--- config.mk ---
export PLATFORM = sky130hd
export DESIGN_NAME = modbus_param_master_flat
export DESIGN_NICKNAME = d
export VERILOG_FILES = /design/src/modbus_slave_pkg.sv /design/src/modbus_link_if.sv /design/src/byte_fifo.sv /design/src/modbus_param_master.sv /design/src/flat_wrapper.sv
export SDC_FILE = /design/constraint.sdc
export NUM_CORES = 1
export LEC_CHECK = 0
export CORE_ASPECT_RATIO = 1.2
export CORE_MARGIN = 4
export CORE_UTILIZATION = 57
export DETAILED_ROUTE_END_ITERATION = 8
export DONT_BUFFER_PORTS = 1
export PLACE_DENSITY = 0.75
export SYNTH_ARGS = -nofsm -noshare
export SYNTH_HDL_FRONTEND = slang
export SYNTH_SLANG_ARGS = --single-unit
--- constraint.sdc ---
create_clock -name ref_clk_in -period 4.1 [get_ports ref_clk_in]
set_clock_uncertainty 0.15 [all_clocks]
set_input_delay 0.82 -clock ref_clk_in [delete_from_list [all_inputs] [get_ports ref_clk_in]]
set_output_delay 0.82 -clock ref_clk_in [all_outputs]
set_load 0.03 [all_outputs]
--- src/modbus_slave_pkg.sv ---
package modbus_slave_pkg;
  localparam int CLK_PERIOD_NS = 100;
  localparam int CHAR_TIME_NS = 1000;
  localparam int CHAR_CYCLES = CHAR_TIME_NS / CLK_PERIOD_NS;
  // Three and a half character times, rounded up to whole cycles
  localparam int GAP_NS = CHAR_TIME_NS * 7 / 2;
  localparam int GAP_CYCLES = (GAP_NS + CLK_PERIOD_NS - 1) / CLK_PERIOD_NS;
  localparam int RSP_TIMEOUT_NS = 20000;
  localparam int RSP_TIMEOUT_CYCLES = RSP_TIMEOUT_NS / CLK_PERIOD_NS;
  localparam logic [7:0] CMD_READ = 8'h03;
  localparam logic [7:0] CMD_WRITE = 8'h06;
  localparam logic [7:0] ADDR_MIN = 8'h01;
  localparam logic [7:0] ADDR_MAX = 8'hF7;
  localparam logic [15:0] CRC_INIT = 16'hFFFF;
  localparam logic [15:0] CRC_POLY = 16'hA001;
  localparam logic [3:0] REQ_BYTES = 4'h8;
  localparam logic [5:0] WRITE_RSP_BYTES = 6'h08;
  localparam logic [15:0] MAX_READ_WORDS = 16'h0010;
  localparam int PARAM_WORDS = 256;
  localparam int FIFO_WIDTH = 9;
  localparam int FIFO_DEPTH = 32;

  function automatic logic [15:0] crc16_update(input logic [15:0] crc, input logic [7:0] data);
    logic [15:0] c;
    c = crc ^ {8'h00, data};
    for (int i = 0; i < 8; i++) begin
      c = c[0] ? ((c >> 1) ^ CRC_POLY) : (c >> 1);
    end
    return c;
  endfunction

  function automatic logic addr_valid(input logic [7:0] addr);
    return (addr >= ADDR_MIN) && (addr <= ADDR_MAX);
  endfunction
endpackage

--- src/modbus_link_if.sv ---
`timescale 1ns/1ps
`default_nettype none
interface modbus_link_if;
  logic [7:0] req_byte;
  logic req_strobe;
  logic [7:0] rsp_byte;
  logic rsp_strobe;
  modport master (output req_byte, output req_strobe, input rsp_byte, input rsp_strobe);
  modport slave (input req_byte, input req_strobe, output rsp_byte, output rsp_strobe);
endinterface
`default_nettype wire

--- src/byte_fifo.sv ---
`timescale 1ns/1ps
`default_nettype none
module byte_fifo #(
  parameter int WIDTH = 9,
  parameter int DEPTH = 32
) (
  input wire logic ref_clk_in,           // System clock
  input wire logic rst_n_in,             // Sync reset, active low
  input wire logic [WIDTH-1:0] in_data_in, // Write data
  input wire logic in_valid_in,          // Write request
  output logic in_ready_out,             // Room for a word
  output logic [WIDTH-1:0] out_data_out, // Head word
  output logic out_valid_out,            // Head word present
  input wire logic out_ready_in          // Pop head word
);
  localparam int AW = $clog2(DEPTH);
  logic [WIDTH-1:0] mem [0:DEPTH-1];
  logic [AW-1:0] wr_ptr_reg;
  logic [AW-1:0] rd_ptr_reg;
  logic [AW:0] count_reg;
  logic [AW:0] count_next;
  logic push;
  logic pop;

  assign push = in_valid_in && in_ready_out;
  assign pop = out_valid_out && out_ready_in;
  assign out_data_out = mem[rd_ptr_reg];

  always_comb begin
    count_next = count_reg;
    if (push && !pop) begin
      count_next = count_reg + (AW + 1)'(1);
    end else if (pop && !push) begin
      count_next = count_reg - (AW + 1)'(1);
    end
  end

  always_ff @(posedge ref_clk_in) begin
    if (push) begin
      mem[wr_ptr_reg] <= in_data_in;
    end
  end

  always_ff @(posedge ref_clk_in) begin
    if (!rst_n_in) begin
      wr_ptr_reg <= '0;
      rd_ptr_reg <= '0;
      count_reg <= '0;
      in_ready_out <= 1'b0;
      out_valid_out <= 1'b0;
    end else begin
      if (push) begin
        wr_ptr_reg <= wr_ptr_reg + AW'(1);
      end
      if (pop) begin
        rd_ptr_reg <= rd_ptr_reg + AW'(1);
      end
      count_reg <= count_next;
      in_ready_out <= count_next != (AW + 1)'(DEPTH);
      out_valid_out <= count_next != '0;
    end
  end
endmodule
`default_nettype wire

--- src/modbus_param_master.sv ---
`timescale 1ns/1ps
`default_nettype none
module modbus_param_master (
  input wire logic ref_clk_in,        // System clock, 10 MHz
  input wire logic rst_n_in,          // Sync reset, active low
  modbus_link_if.master link,         // Byte link to the drive
  input wire logic [7:0] req_data_in, // Request byte, address first, no CRC
  input wire logic req_last_in,       // Marks last byte of the request
  input wire logic req_valid_in,      // Request byte offered
  output logic req_ready_out,         // Queue accepts a byte
  output logic [7:0] rsp_byte_out,    // Received response byte
  output logic rsp_valid_out,         // Response byte pulse
  output logic rsp_done_out,          // Response frame closed, pulse
  output logic rsp_crc_ok_out,        // Response check matched
  output logic rsp_timeout_out,       // No response, pulse
  output logic addr_reject_out,       // Request with bad address dropped
  output logic busy_out               // Transaction under way
);
  typedef enum logic [2:0] {IDLE_ST, SEND_ST, DROP_ST, CRC_LO_ST, CRC_HI_ST, WAIT_ST}
    master_state_type;

  master_state_type state_reg;
  logic [modbus_slave_pkg::FIFO_WIDTH-1:0] fifo_word;
  logic fifo_valid;
  logic fifo_pop;
  logic [15:0] char_cnt_reg;
  logic char_en_reg;
  logic [15:0] idle_cnt_reg;
  logic [15:0] wait_cnt_reg;
  logic [15:0] tx_crc_reg;
  logic [15:0] rx_crc_reg;
  logic [5:0] rx_cnt_reg;
  logic [7:0] tx_byte_reg;
  logic tx_strobe_reg;
  logic gap_ok;

  byte_fifo #(
    .WIDTH(modbus_slave_pkg::FIFO_WIDTH),
    .DEPTH(modbus_slave_pkg::FIFO_DEPTH)
  ) req_queue (
    .ref_clk_in(ref_clk_in),
    .rst_n_in(rst_n_in),
    .in_data_in({req_last_in, req_data_in}),
    .in_valid_in(req_valid_in),
    .in_ready_out(req_ready_out),
    .out_data_out(fifo_word),
    .out_valid_out(fifo_valid),
    .out_ready_in(fifo_pop)
  );

  assign link.req_byte = tx_byte_reg;
  assign link.req_strobe = tx_strobe_reg;
  assign gap_ok = idle_cnt_reg == 16'(modbus_slave_pkg::GAP_CYCLES);
  // Drain at character rate; a bad-address frame drains without pacing
  assign fifo_pop = fifo_valid && ((state_reg == DROP_ST) ||
                    (char_en_reg && state_reg == SEND_ST) ||
                    (char_en_reg && state_reg == IDLE_ST && gap_ok));

  always_ff @(posedge ref_clk_in) begin
    if (!rst_n_in) begin
      char_cnt_reg <= 16'h0000;
      char_en_reg <= 1'b0;
    end else begin
      char_en_reg <= char_cnt_reg == 16'(modbus_slave_pkg::CHAR_CYCLES - 1);
      if (char_cnt_reg == 16'(modbus_slave_pkg::CHAR_CYCLES - 1)) begin
        char_cnt_reg <= 16'h0000;
      end else begin
        char_cnt_reg <= char_cnt_reg + 16'h0001;
      end
    end
  end

  always_ff @(posedge ref_clk_in) begin
    if (!rst_n_in) begin
      idle_cnt_reg <= 16'h0000;
    end else if (link.rsp_strobe || tx_strobe_reg) begin
      idle_cnt_reg <= 16'h0000;
    end else if (!gap_ok) begin
      idle_cnt_reg <= idle_cnt_reg + 16'h0001;
    end
  end

  always_ff @(posedge ref_clk_in) begin
    if (!rst_n_in) begin
      state_reg <= IDLE_ST;
      tx_byte_reg <= 8'h00;
      tx_strobe_reg <= 1'b0;
      tx_crc_reg <= modbus_slave_pkg::CRC_INIT;
      rx_crc_reg <= modbus_slave_pkg::CRC_INIT;
      rx_cnt_reg <= 6'h00;
      wait_cnt_reg <= 16'h0000;
      rsp_byte_out <= 8'h00;
      rsp_valid_out <= 1'b0;
      rsp_done_out <= 1'b0;
      rsp_crc_ok_out <= 1'b0;
      rsp_timeout_out <= 1'b0;
      addr_reject_out <= 1'b0;
      busy_out <= 1'b0;
    end else begin
      tx_strobe_reg <= 1'b0;
      rsp_valid_out <= 1'b0;
      rsp_done_out <= 1'b0;
      rsp_timeout_out <= 1'b0;
      addr_reject_out <= 1'b0;
      busy_out <= state_reg != IDLE_ST;
      case (state_reg)
        IDLE_ST: begin
          if (fifo_pop) begin
            if (!modbus_slave_pkg::addr_valid(fifo_word[7:0])) begin
              addr_reject_out <= 1'b1;
              state_reg <= fifo_word[8] ? IDLE_ST : DROP_ST;
            end else begin
              tx_byte_reg <= fifo_word[7:0];
              tx_strobe_reg <= 1'b1;
              tx_crc_reg <= modbus_slave_pkg::crc16_update(modbus_slave_pkg::CRC_INIT,
                                                           fifo_word[7:0]);
              state_reg <= fifo_word[8] ? CRC_LO_ST : SEND_ST;
            end
          end
        end
        SEND_ST: begin
          if (fifo_pop) begin
            tx_byte_reg <= fifo_word[7:0];
            tx_strobe_reg <= 1'b1;
            tx_crc_reg <= modbus_slave_pkg::crc16_update(tx_crc_reg, fifo_word[7:0]);
            if (fifo_word[8]) begin
              state_reg <= CRC_LO_ST;
            end
          end
        end
        DROP_ST: begin
          if (fifo_pop && fifo_word[8]) begin
            state_reg <= IDLE_ST;
          end
        end
        CRC_LO_ST: begin
          if (char_en_reg) begin
            tx_byte_reg <= tx_crc_reg[7:0];
            tx_strobe_reg <= 1'b1;
            state_reg <= CRC_HI_ST;
          end
        end
        CRC_HI_ST: begin
          if (char_en_reg) begin
            tx_byte_reg <= tx_crc_reg[15:8];
            tx_strobe_reg <= 1'b1;
            rx_crc_reg <= modbus_slave_pkg::CRC_INIT;
            rx_cnt_reg <= 6'h00;
            wait_cnt_reg <= 16'h0000;
            state_reg <= WAIT_ST;
          end
        end
        WAIT_ST: begin
          wait_cnt_reg <= wait_cnt_reg + 16'h0001;
          if (link.rsp_strobe) begin
            rsp_byte_out <= link.rsp_byte;
            rsp_valid_out <= 1'b1;
            rx_crc_reg <= modbus_slave_pkg::crc16_update(rx_crc_reg, link.rsp_byte);
            if (rx_cnt_reg != 6'h3F) begin
              rx_cnt_reg <= rx_cnt_reg + 6'h01;
            end
          end else if (rx_cnt_reg != 6'h00 &&
                       idle_cnt_reg == 16'(modbus_slave_pkg::GAP_CYCLES - 1)) begin
            rsp_done_out <= 1'b1;
            rsp_crc_ok_out <= rx_crc_reg == 16'h0000;
            state_reg <= IDLE_ST;
          end else if (rx_cnt_reg == 6'h00 &&
                       wait_cnt_reg == 16'(modbus_slave_pkg::RSP_TIMEOUT_CYCLES)) begin
            // Slave stays silent on frames it discards
            rsp_timeout_out <= 1'b1;
            state_reg <= IDLE_ST;
          end
        end
        default: state_reg <= IDLE_ST;
      endcase
    end
  end
endmodule
`default_nettype wire

--- src/flat_wrapper.sv ---
// flat-port wrapper written by rule: the top's interface ports become plain ports
module modbus_param_master_flat 
  (ref_clk_in, rst_n_in, req_data_in, req_last_in, req_valid_in, req_ready_out, rsp_byte_out, rsp_valid_out, rsp_done_out, rsp_crc_ok_out, rsp_timeout_out, addr_reject_out, busy_out, link_req_byte, link_req_strobe, link_rsp_byte, link_rsp_strobe);
  modbus_link_if link_i ();
  input wire logic ref_clk_in;
  input wire logic rst_n_in;
  input wire logic [7:0] req_data_in;
  input wire logic req_last_in;
  input wire logic req_valid_in;
  output logic req_ready_out;
  output logic [7:0] rsp_byte_out;
  output logic rsp_valid_out;
  output logic rsp_done_out;
  output logic rsp_crc_ok_out;
  output logic rsp_timeout_out;
  output logic addr_reject_out;
  output logic busy_out;
  output wire logic [$bits(link_i.req_byte)-1:0] link_req_byte;
  output wire logic [$bits(link_i.req_strobe)-1:0] link_req_strobe;
  input wire logic [$bits(link_i.rsp_byte)-1:0] link_rsp_byte;
  input wire logic [$bits(link_i.rsp_strobe)-1:0] link_rsp_strobe;
  assign link_req_byte = link_i.req_byte;
  assign link_req_strobe = link_i.req_strobe;
  assign link_i.rsp_byte = link_rsp_byte;
  assign link_i.rsp_strobe = link_rsp_strobe;
  modbus_param_master u_core (.ref_clk_in(ref_clk_in), .rst_n_in(rst_n_in), .link(link_i), .req_data_in(req_data_in), .req_last_in(req_last_in), .req_valid_in(req_valid_in), .req_ready_out(req_ready_out), .rsp_byte_out(rsp_byte_out), .rsp_valid_out(rsp_valid_out), .rsp_done_out(rsp_done_out), .rsp_crc_ok_out(rsp_crc_ok_out), .rsp_timeout_out(rsp_timeout_out), .addr_reject_out(addr_reject_out), .busy_out(busy_out));
endmodule
* Yosys cells after proc, flatten, opt, wreduce, memory -nomap -nowiden
Memory sizes are Yosys's and may differ from the RTL's. A register that Yosys moved wholly into a read port is not among the register bits.
Cells that the tools add are included.
W data, S select, Z words.
** Word-level totals
- Output and inout bits :: 24
- Logic and storage cells :: 197
- Bits in writable memories :: 288
- Memories kept :: 1
- Flip-flop bits (word level) :: 131
** Operators by class
- Reduce and logical (&&, ||, !) cells :: 41
- Equal/unequal tests :: 22
- $add $sub $neg :: 8
- Bitwise gates (word level) :: 30
- Multiplexer cells :: 71
- Order comparisons :: 2
** Memory list
- u_core.req_queue.mem :: words 32, bits a word 9, rd ports 1, clocked after Yosys merged registers in 1, write ports 1, line byte_fifo.sv:17 : logic [WIDTH-1:0] mem [0:DEPTH-1];
** Operators by type and width (number)
- $mux W16 :: 30
- $pmux W16 S2 :: 3
- $not A2 Y3 :: 24
- $add A16 B1 Y16 const B :: 3
- $mux W8 :: 5
- $eq A16 B6 Y1 const B :: 2
- $pmux W8 S4 :: 1
- $xor A16 B8 Y16 :: 2
- $mux W3 :: 10
- $mux W6 :: 5
- $pmux W3 S6 :: 1
- $eq A16 B4 Y1 const B :: 1
- $eq A16 B8 Y1 const B :: 1
- $logic_not A16 Y1 :: 1
- $not A8 Y16 :: 1
- $add A6 B1 Y6 const B :: 2
- $logic_and A1 B1 Y1 :: 12
- $ne A2 B1 Y1 const B :: 6
- $ne A6 B6 Y1 const B :: 2
- $pmux W6 S2 :: 1
- $reduce_bool A6 Y1 :: 2
- $add A5 B1 Y5 const B :: 2
- $mux W1 :: 10
- $mux W5 :: 2
- other kinds (26) :: 45

* Depth between registers and ports, before layout
- Word-level depth :: 20
- Mapped depth :: 20
- Depth with buffers taken out :: 15

* By module
A second synthesis with hierarchy kept.
** Second synthesis, totals
- Cell total of the unflattened synthesis :: 1449
- Area total of the unflattened synthesis :: 18345.1 um^2
** Modules (own cells, without submodules)
- byte_fifo :: times used 1, area each 12368.1 um^2, cells each 739
- modbus_param_master :: times used 1, area each 5977.0 um^2, cells each 710

* Worst setup path after synthesis
No wires, ideal clock.
- Path kind :: reg2reg
- Start :: register with a tool-made name
- End :: register u_core.tx_byte_reg[6] (netlist: u_core.link.req_byte[6])
- Setup time :: 0.088 ns
- Stages on the path, launching flop included :: 17
- Slack :: -0.204 ns
- Arrival :: 4.066 ns
- Cells stage by stage :: dfxtp_1 -> buf_2 -> buf_2 -> buf_2 -> buf_2 -> buf_2 -> mux4_2 -> mux4_2 -> o21ai_2 -> ha_1 -> a21boi_0 -> o22ai_4 -> or3_4 -> o211ai_4 -> buf_6 -> nor2_1 -> a311oi_2
** RTL lines
- end signal: assignment :: line modbus_param_master.sv:113 : tx_byte_reg <= fifo_word[7:0];
- end signal: assignment :: line modbus_param_master.sv:123 : tx_byte_reg <= fifo_word[7:0];
- end signal: assignment :: line modbus_param_master.sv:138 : tx_byte_reg <= tx_crc_reg[7:0];
- end: declaration :: line modbus_param_master.sv:33 : logic [7:0] tx_byte_reg;

==> impl_results.md <==
* Slowest stage delay, CP at 0.56 ns
* CP Class: flip-flop to flip-flop
* RSZ-0062 raised after global routing: no
* Post-synth EDFFs at 288
* Maximum fanout along the worst path at 10
* GRT Util Overall at 0.233
* Seq cells post-synth at 424
* CTS Buffer Depth at 3
* Register area share after synthesis at 0.628
* ANT cells at 0
* H-tree levels at 2
* Final worst-path cycle share at 0.962
* Crit path time final at 3.95 ns
* Hold buffers post-CTS at 0
* Final setup viols at 0
* Worst vdd ir at 0.000417 V
* Final ANT Viol Nets at 0
* Worst min path class: input pin to flip-flop
* Syn Nets at 1391
* Crit. End Element: flip-flop
* Clock net sink count at 424
* Reg clk slew, reported paths at 0.06 ns
* Remaining DRCs at 0
* Setup_tns at 0 ns
* Number of flip-flops in the largest register at 288
* Final Power at 0.00847 W
* Initial antenna violation count at 0
* Core Region at 31400 um2
* Commonest non-fill, non-tap cells in the layout: 288 x edfxtp_1, 147 x nor2_1, 133 x dfxtp_1
* Final core utilization at 0.644
* Initial DRC Count at 1156
* Clk root buf: clkbuf_16
* Via count at 11366
* Post-synthesis instance total at 1344
* CP required at 4.38 ns
* Net count, final at 1442
* Max frequency at 253 MHz
* Status: finished clean
* Final Hold Viols at 0
* Most common cell after layout, fill and taps aside: edfxtp_1
* Mapped Area at 18100 um2
* WP data arrival at 4.23 ns
* Layout area overhead at 11.6%
* Cell Chain, Critical Path: buf_4 > mux4_2 > mux4_2 > o22ai_2 > inv_1 > ha_1 > o21ai_0 > a21boi_1 > o22ai_4 > or3_4 > o211ai_2 > buf_4 > a311oi_1
* Inserted Clock Buffers at 42
* Pwr dens at 419 nW/um2
* Asr flop ratio synth at 0
* IO Port Bufs at 0
* CP startpoint kind: flip-flop
* Met2 Use GR at 0.395
* Largest net degree at the start of global routing at 42
* DR pass1 iterations at 8
* Layout cell share with drive strength beyond 1 at 0.166
* Slew Limit Fails at 0
* Slew headroom at 0.370
* Initial Util at 0.577
* Routed vias/inst at 6.21
* Post-Syn Area per Cell at 13.5 um2
* Biggest register: u_core.req_queue.mem
* GRT met3 Usage at 0.0448
* Most used routing layer: met2
* DR WL/cell at 22.5 um
* Ports at 45
* Critical path buffer and inverter count at 3
* GR Overflow Total at 0
* Synth Warn # at 0
* Dpl hpwl at 26.8 mm
* Static Leak at 6.68 nW
* CTS tree: built
* GR Util met1 at 0.309
* Die area at 34700 um2
* Yosys cell types at 74
* First-pass GRT wire length at 63.1 mm
* Number of global-route vias before repair at 11131
* Slew @ Worst Pin at 0.941 ns
* Routed WL at 41.2 mm
* Final GP Congestion at 0.919
* Die extent in y at 203 um
* Crit path max-delay family: compound AO/OA/AOI/OAI gates
* Cell Rows at 71
* Fill cell count at 2200
* Slowest stage cell, crit path: mux4_2
* Overall die width at 171 um
* Max_cap viols at 0
* Clock latency on the worst-skew pair at 0.55 ns
* Synth Flop Type: edfxtp_1
[layout make-up]
type	count	area, um2	share of cell area
Sequential cell	424	11400	0.563
Multi-Input combinational cell	826	6330	0.314
Clock buffer	51	1120	0.0552
Timing Repair Buffer	68	593	0.0294
Tap cell	401	502	0.0248
Clock inverter	26	151	0.00749
Inverter	33	125	0.00619
[metal layers]
layer,part of all wire,vias to the layer above,wire (um)
li1,-,5131,-
met1,0.38,5619,15700
met2,0.51,529,20800
met3,0.081,87,3340
met4,0.032,0,1310
met5,0,-,0
[path summary, 6_finish.rpt]
| check | start | end | slack [ns] | cells after the start |
|---|---|---|---|---|
| setup / recovery | flip-flop | u_core.link.req_byte[2]$_SDFFE_PN0P_ | 0.15 | 13 |
| hold / removal | rst_n_in | u_core.rx_crc_reg[12]$_SDFFE_PN1P_ | 0.20 | 1 |
| setup reg to reg | flip-flop | u_core.link.req_byte[2]$_SDFFE_PN0P_ | 0.15 | 13 |
| hold reg to reg | u_core.char_cnt_reg[0]$_SDFF_PP0_ | u_core.char_cnt_reg[0]$_SDFF_PP0_ | 0.33 | 1 |
[power breakdown]
group / total, W / internal, W / switching (W)
clock network: 0.00353 / 0.00195 / 0.00158
registers: 0.00461 / 0.00459 / 0.0000244
logic: 0.000325 / 0.000142 / 0.000183
[Yosys cell counts, drive strengths merged, types with 3 or more instances]
master,instances,area share
or3,12,0.0044
and3,11,0.0038
xnor2,48,0.024
a22oi,12,0.0050
nand3,48,0.013
and2,8,0.0028
and4,3,0.0015
mux2,6,0.0039
edfxtp,288,0.48
o211ai,11,0.0053
a311oi,8,0.0042
nor2,147,0.030
o21a,3,0.0012
xnor3,4,0.0050
a211oi,5,0.0023
o22ai,9,0.0042
mux2i,29,0.016
a21o,4,0.0017
or2,4,0.0014
inv,32,0.0066
dfxtp,136,0.15
buf,23,0.0091
xor2,43,0.021
or4,5,0.0021
nor2b,4,0.0014
nor3,26,0.0075
nand2,105,0.022
nand4,20,0.0069
ha,26,0.018
nor4b,3,0.0015
clkbuf,39,0.0081
a32oi,3,0.0015
nand3b,3,0.0012
a21oi,52,0.014
o21ai,54,0.015
o22a,3,0.0015
mux4,71,0.088
nor4,10,0.0035
[cell families (layout without fill, tap and decap cells)]
logic type | count (synthesis) | after routing | share of synthesized area
DFF | 424 | 424 | 0.628
and+or+nand+nor | 414 | 414 | 0.105
AOI/OAI and AO/OA | 183 | 184 | 0.0656
muxes | 106 | 106 | 0.108
xor gates and xnor gates | 96 | 96 | 0.0507
buffers and inverters | 95 | 178 | 0.0241
adders and majority gates | 26 | 26 | 0.0180
[metrics by stage]
stage               setup slack, ns  hold slack (ns)  area (um2)  std cells
floorplan                    0.0485            0.295       18100       1344
global placement             0.0951            0.310       18800       1744
detailed placement          -0.0461            0.329       18800       1744
CTS                          0.0161            0.195       20100       1824
global route                0.00663            0.186       20200       1829
finish                        0.155            0.204       20200       1829
[repair_timing]
action / CTS / global route
setup buffers: 3 / 3
setup endpoints to repair: 2 / 26
gates cloned: 0 / 2
pin swaps: 1 / 1
gates resized for setup: 1 / 6
(Power assumes the default switching activity.)
